## src/pkg/vfomc_pkg.sv

```systemverilog
// Purpose: shared constants and types of the oscillator frequency memory and display counter
// Assumes: 10 MHz system clock; crystal reference arrives as a pin
// Notes: counts are bcd, six digits, least significant digit in bits 3:0
package vfomc_pkg;
  localparam int CLK_MHZ = 10;
  localparam int XTAL_HZ = 3276800;
  localparam int GATE_HZ = 50;
  localparam int REF_HZ = 100;
  // crystal divider width; its top bit is the 50 Hz gate, the bit below it the 100 Hz reference
  localparam int XTAL_DIV_W = $clog2(XTAL_HZ / GATE_HZ);
  localparam int GATE_BIT = XTAL_DIV_W - 1;
  localparam int REF_BIT = $clog2(XTAL_HZ / REF_HZ) - 1;
  localparam int DIGITS = 6;
  localparam int BCD_W = 4 * DIGITS;
  localparam int CHAINS = 3;
  localparam int CH_MEAS = 0;
  localparam int CH_DISP = 1;
  localparam int CH_DIV = 2;
  localparam int NSYNC = 6;
  localparam int IN_XTAL = 0;
  localparam int IN_VFO = 1;
  localparam int IN_SUB = 2;
  localparam int IN_PREMIX = 3;
  localparam int IN_STORE = 4;
  localparam int IN_RECALL = 5;
  localparam logic [BCD_W-1:0] DIV_MIN = 24'h005000;
  localparam logic [BCD_W-1:0] DIV_MAX = 24'h055000;
  localparam logic [BCD_W-1:0] PRESET_RST = 24'h050000;
  localparam logic [BCD_W-1:0] BCD_ONE = 24'h000001;
  localparam logic [3:0] BCD_NINE = 4'h9;
  localparam int ONESHOT_US = 100;
  localparam int ONESHOT_CYCLES = ONESHOT_US * CLK_MHZ;
  localparam int SCAN_US = 1000;
  localparam int SCAN_CYCLES_DEF = SCAN_US * CLK_MHZ;
  localparam logic [6:0] SEG_BLANK = 7'h00;
  typedef enum logic [1:0] {
    ST_WAIT_OPEN = 2'b00,
    ST_COUNT = 2'b01,
    ST_XFER = 2'b10,
    ST_CLEAR = 2'b11
  } vfomc_state_t;
endpackage : vfomc_pkg

```

## src/pkg/vfomc_digit_if.sv

```systemverilog
// Purpose: control and result lines of one bcd decade stage
// Assumes: one instance per decade stage
// Notes: carry is combinational from the stage
`timescale 1ns/1ps
`default_nettype none
interface vfomc_digit_if;
  logic en;
  logic up;
  logic clr;
  logic load;
  logic [3:0] load_val;
  logic [3:0] val;
  logic carry;
  modport digit (input en, up, clr, load, load_val, output val, carry);
  modport ctrl (output en, up, clr, load, load_val, input val, carry);
endinterface : vfomc_digit_if
`default_nettype wire

```

## src/verilog/vfomc_decade.sv

```systemverilog
// Purpose: one bcd decade stage, up or down, with clear and parallel load
// Assumes: clr beats load beats count
// Notes: carry doubles as borrow when counting down
`timescale 1ns/1ps
`default_nettype none
module vfomc_decade
  import vfomc_pkg::*;
(
  input wire logic clk_i,
  input wire logic rst_n_i,
  vfomc_digit_if.digit d
);
  wire at_top = (d.val == BCD_NINE);
  wire at_bottom = (d.val == 4'h0);
  assign d.carry = d.en & (d.up ? at_top : at_bottom);

  always_ff @(posedge clk_i or negedge rst_n_i) begin
    if (!rst_n_i) begin
      d.val <= 4'h0;
    end else if (d.clr) begin
      d.val <= 4'h0;
    end else if (d.load) begin
      d.val <= d.load_val;
    end else if (d.en) begin
      if (d.up) begin
        d.val <= at_top ? 4'h0 : d.val + 4'h1;
      end else begin
        d.val <= at_bottom ? BCD_NINE : d.val - 4'h1;
      end
    end
  end
endmodule : vfomc_decade
`default_nettype wire

```

## src/verilog/vfomc_top.sv

```systemverilog
// Purpose: oscillator frequency memory, substitute oscillator divider and display counter
// Assumes: all pin inputs asynchronous; oscillator inputs are far slower than clk_i/2
// Notes: window is the low half of the 50 Hz gate, 10 ms, so counts are in 100 Hz units
`timescale 1ns/1ps
`default_nettype none
// Contract
// - the crystal input is divided down to a 50 Hz gate that sets the counting window.
// - oscillator edges inside the window are counted by a six-digit decimal counter.
// - the bcd count passes through holding latches that preset the programmable down divider.
// - the divider divides substitute oscillator edges by the preset, held between 5000 and 55000.
// - the divider output is stretched by a one-shot and phase compared to a 100 Hz crystal ref.
// - a store press freezes the latched count so the substitute oscillator stays on it.
// - while recall is held the substitute oscillator replaces the variable one on the loop feed.
// - sequencing logic makes the clear and transfer pulses around each counting window.
// - the display shows six seven-segment digits multiplexed over shared segment lines.
// - the display counts the premix local oscillator, level controlled outside this block.
module vfomc_top
  import vfomc_pkg::*;
#(
  parameter int SCAN_CYCLES = SCAN_CYCLES_DEF,
  parameter int OS_CYCLES = ONESHOT_CYCLES
) (
  input wire logic clk_i,
  input wire logic rst_n_i,
  input wire logic xtal_ref_i,
  input wire logic variable_oscillator_i,
  input wire logic substitute_oscillator_i,
  input wire logic premix_lo_i,
  input wire logic memory_store_switch_i,
  input wire logic memory_recall_switch_i,
  output logic synth_feed_o,
  output logic recall_active_o,
  output logic stored_o,
  output logic divider_pulse_o,
  output logic phase_up_o,
  output logic phase_down_o,
  output logic [6:0] segment_o,
  output logic [DIGITS-1:0] digit_select_o
);
  if (SCAN_CYCLES < 2) begin : g_chk_scan
    $error("SCAN_CYCLES must be at least 2");
  end
  if (OS_CYCLES < 1 || OS_CYCLES >= SCAN_CYCLES_DEF * 100) begin : g_chk_os
    $error("OS_CYCLES out of range");
  end

  // every pin is brought in over two flops; edges are taken on the second stage only
  logic [NSYNC-1:0] sync1;
  logic [NSYNC-1:0] sync2;
  logic [NSYNC-1:0] sync_prev;
  always_ff @(posedge clk_i or negedge rst_n_i) begin
    if (!rst_n_i) begin
      sync1 <= '0;
      sync2 <= '0;
      sync_prev <= '0;
    end else begin
      sync1 <= {memory_recall_switch_i, memory_store_switch_i, premix_lo_i,
                substitute_oscillator_i, variable_oscillator_i, xtal_ref_i};
      sync2 <= sync1;
      sync_prev <= sync2;
    end
  end
  wire [NSYNC-1:0] rise = sync2 & ~sync_prev;

  // crystal timebase
  logic [XTAL_DIV_W-1:0] xtal_cnt;
  logic gate_prev;
  logic ref_prev;
  wire gate_open = ~xtal_cnt[GATE_BIT];
  wire gate_start = gate_open & ~gate_prev;
  wire ref_rise = xtal_cnt[REF_BIT] & ~ref_prev;
  always_ff @(posedge clk_i or negedge rst_n_i) begin
    if (!rst_n_i) begin
      xtal_cnt <= '0;
      gate_prev <= 1'b0;
      ref_prev <= 1'b0;
    end else begin
      if (rise[IN_XTAL]) xtal_cnt <= xtal_cnt + 1'b1;
      gate_prev <= gate_open;
      ref_prev <= xtal_cnt[REF_BIT];
    end
  end

  // window sequencer
  vfomc_state_t state;
  vfomc_state_t next_state;
  always_comb begin
    next_state = state;
    case (state)
      ST_WAIT_OPEN: if (gate_start) next_state = ST_COUNT;
      ST_COUNT: if (!gate_open) next_state = ST_XFER;
      ST_XFER: next_state = ST_CLEAR;
      ST_CLEAR: next_state = ST_WAIT_OPEN;
      default: next_state = ST_CLEAR;
    endcase
  end
  always_ff @(posedge clk_i or negedge rst_n_i) begin
    if (!rst_n_i) state <= ST_CLEAR;
    else state <= next_state;
  end
  wire counting = (state == ST_COUNT) & gate_open;
  wire xfer = (state == ST_XFER);
  wire clr_pulse = (state == ST_CLEAR);

  // three decade chains: measure, display, divider
  logic [CHAINS-1:0] base_en;
  logic [CHAINS-1:0] ch_up;
  logic [CHAINS-1:0] ch_clr;
  logic [CHAINS-1:0] ch_load;
  logic [BCD_W-1:0] ch_val [CHAINS];
  logic [BCD_W-1:0] preset_eff;
  vfomc_digit_if dif [CHAINS*DIGITS] ();
  for (genvar c = 0; c < CHAINS; c++) begin : g_chain
    for (genvar k = 0; k < DIGITS; k++) begin : g_dig
      localparam int I = c * DIGITS + k;
      if (k == 0) begin : g_lsd
        assign dif[I].en = base_en[c];
      end else begin : g_upper
        assign dif[I].en = dif[I-1].carry;
      end
      assign dif[I].up = ch_up[c];
      assign dif[I].clr = ch_clr[c];
      assign dif[I].load = ch_load[c];
      assign dif[I].load_val = preset_eff[4*k +: 4];
      assign ch_val[c][4*k +: 4] = dif[I].val;
      vfomc_decade u_dec (
        .clk_i(clk_i),
        .rst_n_i(rst_n_i),
        .d(dif[I])
      );
    end
  end

  assign base_en[CH_MEAS] = counting & rise[IN_VFO];
  assign base_en[CH_DISP] = counting & rise[IN_PREMIX];
  assign ch_up[CH_MEAS] = 1'b1;
  assign ch_up[CH_DISP] = 1'b1;
  assign ch_up[CH_DIV] = 1'b0;
  assign ch_clr[CH_MEAS] = clr_pulse;
  assign ch_clr[CH_DISP] = clr_pulse;
  assign ch_clr[CH_DIV] = 1'b0;
  assign ch_load[CH_MEAS] = 1'b0;
  assign ch_load[CH_DISP] = 1'b0;

  // holding latches; bcd order equals numeric order, so the clamp compares directly
  logic [BCD_W-1:0] result;
  logic [BCD_W-1:0] preset;
  logic [BCD_W-1:0] disp_hold;
  logic frozen;
  always_ff @(posedge clk_i or negedge rst_n_i) begin
    if (!rst_n_i) begin
      result <= PRESET_RST;
      preset <= PRESET_RST;
      disp_hold <= '0;
      frozen <= 1'b0;
    end else begin
      if (xfer) begin
        result <= ch_val[CH_MEAS];
        disp_hold <= ch_val[CH_DISP];
      end
      if (rise[IN_STORE]) begin
        frozen <= 1'b1;
        preset <= result;
      end else if (xfer && !frozen) begin
        preset <= ch_val[CH_MEAS];
      end
    end
  end
  assign preset_eff = (preset < DIV_MIN) ? DIV_MIN :
                      (preset > DIV_MAX) ? DIV_MAX : preset;

  // programmable divider: counts preset down to one, then reloads
  wire div_terminal = (ch_val[CH_DIV] <= BCD_ONE);
  wire div_tc = rise[IN_SUB] & div_terminal;
  assign ch_load[CH_DIV] = div_tc;
  assign base_en[CH_DIV] = rise[IN_SUB] & ~div_terminal;

  // one-shot stretch and phase-frequency comparator
  logic [$clog2(OS_CYCLES+1)-1:0] os_cnt;
  logic [2:0] pfd_next;
  always_ff @(posedge clk_i or negedge rst_n_i) begin
    if (!rst_n_i) begin
      os_cnt <= '0;
      divider_pulse_o <= 1'b0;
      phase_up_o <= 1'b0;
      phase_down_o <= 1'b0;
    end else begin
      if (div_tc) os_cnt <= ($clog2(OS_CYCLES+1))'(OS_CYCLES);
      else if (os_cnt != '0) os_cnt <= os_cnt - 1'b1;
      divider_pulse_o <= div_tc | (os_cnt > ($clog2(OS_CYCLES+1))'(1));
      phase_up_o <= pfd_next[0];
      phase_down_o <= pfd_next[1];
    end
  end
  wire up_set = phase_up_o | ref_rise;
  wire dn_set = phase_down_o | div_tc;
  // both set means both edges seen: release together, as a tri-state detector does
  assign pfd_next = {1'b0, dn_set & ~up_set, up_set & ~dn_set};

  // display multiplexing
  logic [$clog2(SCAN_CYCLES)-1:0] scan_cnt;
  logic [$clog2(DIGITS)-1:0] scan_idx;
  wire scan_step = (scan_cnt == ($clog2(SCAN_CYCLES))'(SCAN_CYCLES - 1));
  wire [3:0] cur_nib = disp_hold[4*scan_idx +: 4];
  logic [6:0] seg_dec;
  always_comb begin
    case (cur_nib)
      4'h0: seg_dec = 7'h3f;
      4'h1: seg_dec = 7'h06;
      4'h2: seg_dec = 7'h5b;
      4'h3: seg_dec = 7'h4f;
      4'h4: seg_dec = 7'h66;
      4'h5: seg_dec = 7'h6d;
      4'h6: seg_dec = 7'h7d;
      4'h7: seg_dec = 7'h07;
      4'h8: seg_dec = 7'h7f;
      4'h9: seg_dec = 7'h6f;
      default: seg_dec = SEG_BLANK;
    endcase
  end
  always_ff @(posedge clk_i or negedge rst_n_i) begin
    if (!rst_n_i) begin
      scan_cnt <= '0;
      scan_idx <= '0;
      segment_o <= SEG_BLANK;
      digit_select_o <= '0;
    end else begin
      scan_cnt <= scan_step ? '0 : scan_cnt + 1'b1;
      if (scan_step) begin
        scan_idx <= (scan_idx == ($clog2(DIGITS))'(DIGITS - 1)) ? '0 : scan_idx + 1'b1;
      end
      segment_o <= seg_dec;
      digit_select_o <= DIGITS'(1) << scan_idx;
    end
  end

  // loop feed selection; recall is a held level
  always_ff @(posedge clk_i or negedge rst_n_i) begin
    if (!rst_n_i) begin
      synth_feed_o <= 1'b0;
      recall_active_o <= 1'b0;
      stored_o <= 1'b0;
    end else begin
      synth_feed_o <= sync2[IN_RECALL] ? sync2[IN_SUB] : sync2[IN_VFO];
      recall_active_o <= sync2[IN_RECALL];
      stored_o <= frozen;
    end
  end
endmodule : vfomc_top
`default_nettype wire

```

## config.mk

```make
export PLATFORM = sky130hd
export DESIGN_NAME = vfomc_top
export DESIGN_NICKNAME = d
export VERILOG_FILES = /design/src/pkg/vfomc_pkg.sv /design/src/pkg/vfomc_digit_if.sv /design/src/verilog/vfomc_decade.sv /design/src/verilog/vfomc_top.sv
export SDC_FILE = /design/constraint.sdc
export NUM_CORES = 1
export LEC_CHECK = 0
export BUFFER_PORTS_ARGS = -buffer_cell sky130_fd_sc_hd__buf_2
export CAP_MARGIN = 20
export CORE_UTILIZATION = 25
export DETAILED_ROUTE_END_ITERATION = 8
export GPL_TIMING_DRIVEN = 0
export HOLD_SLACK_MARGIN = 0.05
export PLACE_DENSITY = 0.43
export SKIP_LAST_GASP = 1
export SLEW_MARGIN = 25
export SYNTH_ARGS = -nofsm -noshare
export SYNTH_HDL_FRONTEND = slang
export SYNTH_SLANG_ARGS = --single-unit
```

## constraint.sdc

```tcl
create_clock -name clk_i -period 2.64 [get_ports clk_i]
set_input_delay 0.528 -clock clk_i [delete_from_list [all_inputs] [get_ports clk_i]]
set_output_delay 0.528 -clock clk_i [all_outputs]
set_load 0.005 [all_outputs]
```

==> impl_metrics.yaml <==
sta:
  skew_ns: 0.0351
  rsz0062_at_grt: "yes"
  fmax_mhz: 398
  relSlewSlack_pct: 47.4
  finalSetupViolCount: 0
  hold_viol: 0
  setup-tns-final_ns: 0
  finalCriticalPeriod_ns: 2.51
  slew_viol_final: 0
  fin_crit_sh_pct: 95.1
  worst_slew_pin_slew_ns: 0.788
worst_setup_path:
  timing.rr.end: "g_chain[2].g_dig[5].u_dec.d.val[2]"
  cp_max_fo: 7
  worstPathRequired_ns: 3.11
  critPathLaunchType: "flop"
  cp-end-kind: "flop"
  rr_worst_depth: 10
  crit_type: "reg -> reg"
  r2r_start: "g_chain[2].g_dig[3].u_dec.d.val[0]"
  reg2reg_setup_slack_ns: 0.13
  critPathArrivalTime_ns: 2.98
floorplan:
  start_util_pct: 25.4
  die_h_um: 212
  fp.dieW_um: 212
  die_area_sq_mm: 0.0447
  core_sq_mm: 0.0432
  boundaryPins: 27
  rows: 76
place:
  gp_congestion: 0.750
  port_buffers: 26
  dpl.hpwl_mm: 16.7
routing:
  first_pass_iters: 6
  via_per_inst: 4.40
  totalWireLength_mm: 24.2
  antenna_left: 0
  vias: 7615
  routedWlPerCell_um: 14.0
  drc: 0
  drt_first_iter_violations: 379
synthesis:
  synthFlopType: "dfrtp_1"
  syn_area_sq_mm: 0.0110
  yosysWarnings: 0
  postSynthCellCount: 1049
  synth_area_per_cell_sq_um: 10.5
  async_reset_ff_share_pct: 100
  syn-num-nets: 1105
  synth-edff-count: 0
  ys_ff_latch: 228
  yosysSeqAreaShare_pct: 52.1
  synth_cell_types: 72
cells_and_area:
  drive_gt1_share_pct: 15.6
  syn2layout_area_growth_pct: 19.1
  postLayoutCoreUtil_pct: 30.3
  multi_input_area_sq_mm: 0.00506
  fin_nets: 1180
  n_fill_cell: 4554
  regArea_sq_mm: 0.00571
  antenna_cells: 0
clock_tree:
  cts.sinks: 228
  cts_tree: "built"
  cts_made_buffers: 30
  clkTransAtPathRegs_ns: 0.06
  cts_buffer_depth: 3
  clock_latency_ns: 0.58
  cts-root-buf: "clkbuf_16"
  cts_max_level: 1
power:
  p_per_area_mw_per_mm2: 731
  leakage_nw: 5.64
  peakVddDrop_v: 0.000384
run:
  drv_cap: 0
grt:
  grt_max_degree: 66
  grt_pass1_vias: 7562
  grt_overflow: 0
  grt_pass1_wl_mm: 40.0
  grt.total_usage_pct: 11.1
  antenna_found_initial: 0
hold_path:
  worst_hold_startpoint: "sync1[1]"
  hold_depth: 0
  hold_class: "reg -> reg"
  whs_endpoint: "sync2[1]"
run_status:
  status: "completed"
==> state kept, by name (all words and copies together), names as in the netlist, 2 cells and up <==
register,count
digit_select_o,6
disp_hold,24
g_chain.g_dig.u_dec.d.val,72
os_cnt,10
preset,24
result,24
scan_cnt,14
scan_idx,3
segment_o,7
state,2
sync1,6
sync2,6
sync_prev,5
xtal_cnt,16
==> metal layers <==
layer  vias up  part of all wire, %  GRT usage, %
met5         -                    0             0
met4         0                  2.1          3.50
met3        34                  3.2          2.02
met2        80                   45          17.5
met1      3652                   49          15.4
li1       3849                    -             -
==> placed cells by master, fill, tap and decap left out, types with 6 or more instances in the layout <==
cell type,netlist,layout
mux2_2,52,52
or3_1,11,11
nand4_1,10,10
clkbuf_16,0,30
nor3_1,36,36
clkbuf_1,21,33
mux2i_1,32,32
xnor2_1,25,25
a21oi_1,67,65
nor3b_1,8,7
nand3_1,41,41
inv_1,40,37
buf_2,4,29
dfstp_2,6,6
nor2_1,99,99
o21ai_0,64,64
nor4_1,9,9
ha_1,48,46
nand2b_1,7,6
and3_1,7,7
a31oi_1,7,6
dfrtp_1,222,222
nand2_1,100,100
dlygate4sd3_1,0,7
xor2_1,13,13
nor2b_1,15,15
and2_1,8,8
buf_4,1,8
o31ai_1,7,7
==> worst max path at each step <==
stage                                                  start  slack [ns]  depth (start not counted)                                 end
after global placement                               rst_n_i       -3.38                          1                        segment_o[4]
after detailed placement  g_chain[2].g_dig[4].u_dec.d.val[0]       -0.28                          8                     divider_pulse_o
final                     g_chain[2].g_dig[3].u_dec.d.val[0]        0.13                         10  g_chain[2].g_dig[5].u_dec.d.val[2]
after floorplan           g_chain[2].g_dig[4].u_dec.d.val[0]        0.21                          9  g_chain[2].g_dig[5].u_dec.d.val[2]
after global routing      g_chain[2].g_dig[2].u_dec.d.val[0]       -0.02                          8  g_chain[2].g_dig[3].u_dec.d.val[0]
after CTS                 g_chain[2].g_dig[3].u_dec.d.val[0]       0.009                         10  g_chain[2].g_dig[5].u_dec.d.val[2]
==> power by group <==
part / internal, mW / leakage (nW) / switching [mW] / total (mW)
registers: 3.86 / 2.95 / 0.463 / 4.32
logic: 0.661 / 2.24 / 0.770 / 1.43
clock network: 2.24 / 0.448 / 1.56 / 3.80
total: 6.76 / 5.64 / 2.79 / 9.56
==> stage by stage <==
step	setup WS [ns]	cells	hold slack (ns)	power, mW	area [sq um]
global route	-0.0207	1732	0.342	10.2	13100
CTS	0.00938	1729	0.343	9.63	13000
global placement	-3.38	1660	0.333	5.64	11800
detailed placement	-0.276	1663	0.335	5.67	11900
floorplan	0.206	1049	0.232	5.23	11000
finish	0.130	1732	0.339	9.56	13100
==> synthesized netlist by cell type, types with 8 or more instances <==
library cell / n / area share [%]
dfrtp_1: 222 / 51
nand2_1: 100 / 3.4
nor2_1: 99 / 3.4
a21oi_1: 67 / 3.1
o21ai_0: 64 / 2.9
mux2_2: 52 / 5.3
ha_1: 48 / 5.5
nand3_1: 41 / 1.9
inv_1: 40 / 1.4
nor3_1: 36 / 1.6
mux2i_1: 32 / 2.9
xnor2_1: 25 / 2.0
clkbuf_1: 21 / 0.72
nor2b_1: 15 / 0.86
xor2_1: 13 / 1.0
or3_1: 11 / 0.63
nand4_1: 10 / 0.57
nor4_1: 9 / 0.51
and2_1: 8 / 0.46
nor3b_1: 8 / 0.55
==> area by class of cell <==
| class | count | area share [%] |
|---|---|---|
| flip-flops and latches | 228 | 43.7 |
| multi-input cells | 748 | 38.7 |
| clock buffers | 48 | 6.64 |
| well taps | 585 | 5.60 |
| repair buffers | 43 | 2.64 |
| inverters | 40 | 1.15 |
| plain buffers | 33 | 1.14 |
| clock inverters | 7 | 0.402 |
==> worst max-delay path, stage by stage (launching register included) <==
cell,delay [ns]
dfrtp_1,0.38
inv_2,0.11
ha_4,0.15
or3b_4,0.41
a2111oi_4,0.35
or3_1,0.17
buf_6,0.13
a21oi_4,0.06
buf_4,0.17
o21ai_2,0.14
mux2_4,0.30
==> logic make-up (layout without fill, tap and decap cells) <==
kind of cell	count (synthesis)	after routing	share of synthesized area (%)
and+or+nand+nor	386	386	17.6
muxes	89	89	9.21
DFF	228	228	52.1
AOI/OAI and AO/OA	187	187	9.98
buffers and inverters	73	171	2.65
xor gates and xnor gates	38	38	3.03
adders and majority gates	48	48	5.47
==> what timing repair did <==
| item | in CTS | in global routing |
|---|---|---|
| resized for setup | 8 | 17 |
| hold buffers | 7 | 0 |
| endpoints found under the hold margin | 65 | 0 |
| setup endpoints to repair | 26 | 33 |
| pin swaps | 2 | 2 |
| buffers inserted | 4 | 3 |
Note: power is estimated with default switching activity, not from simulation.
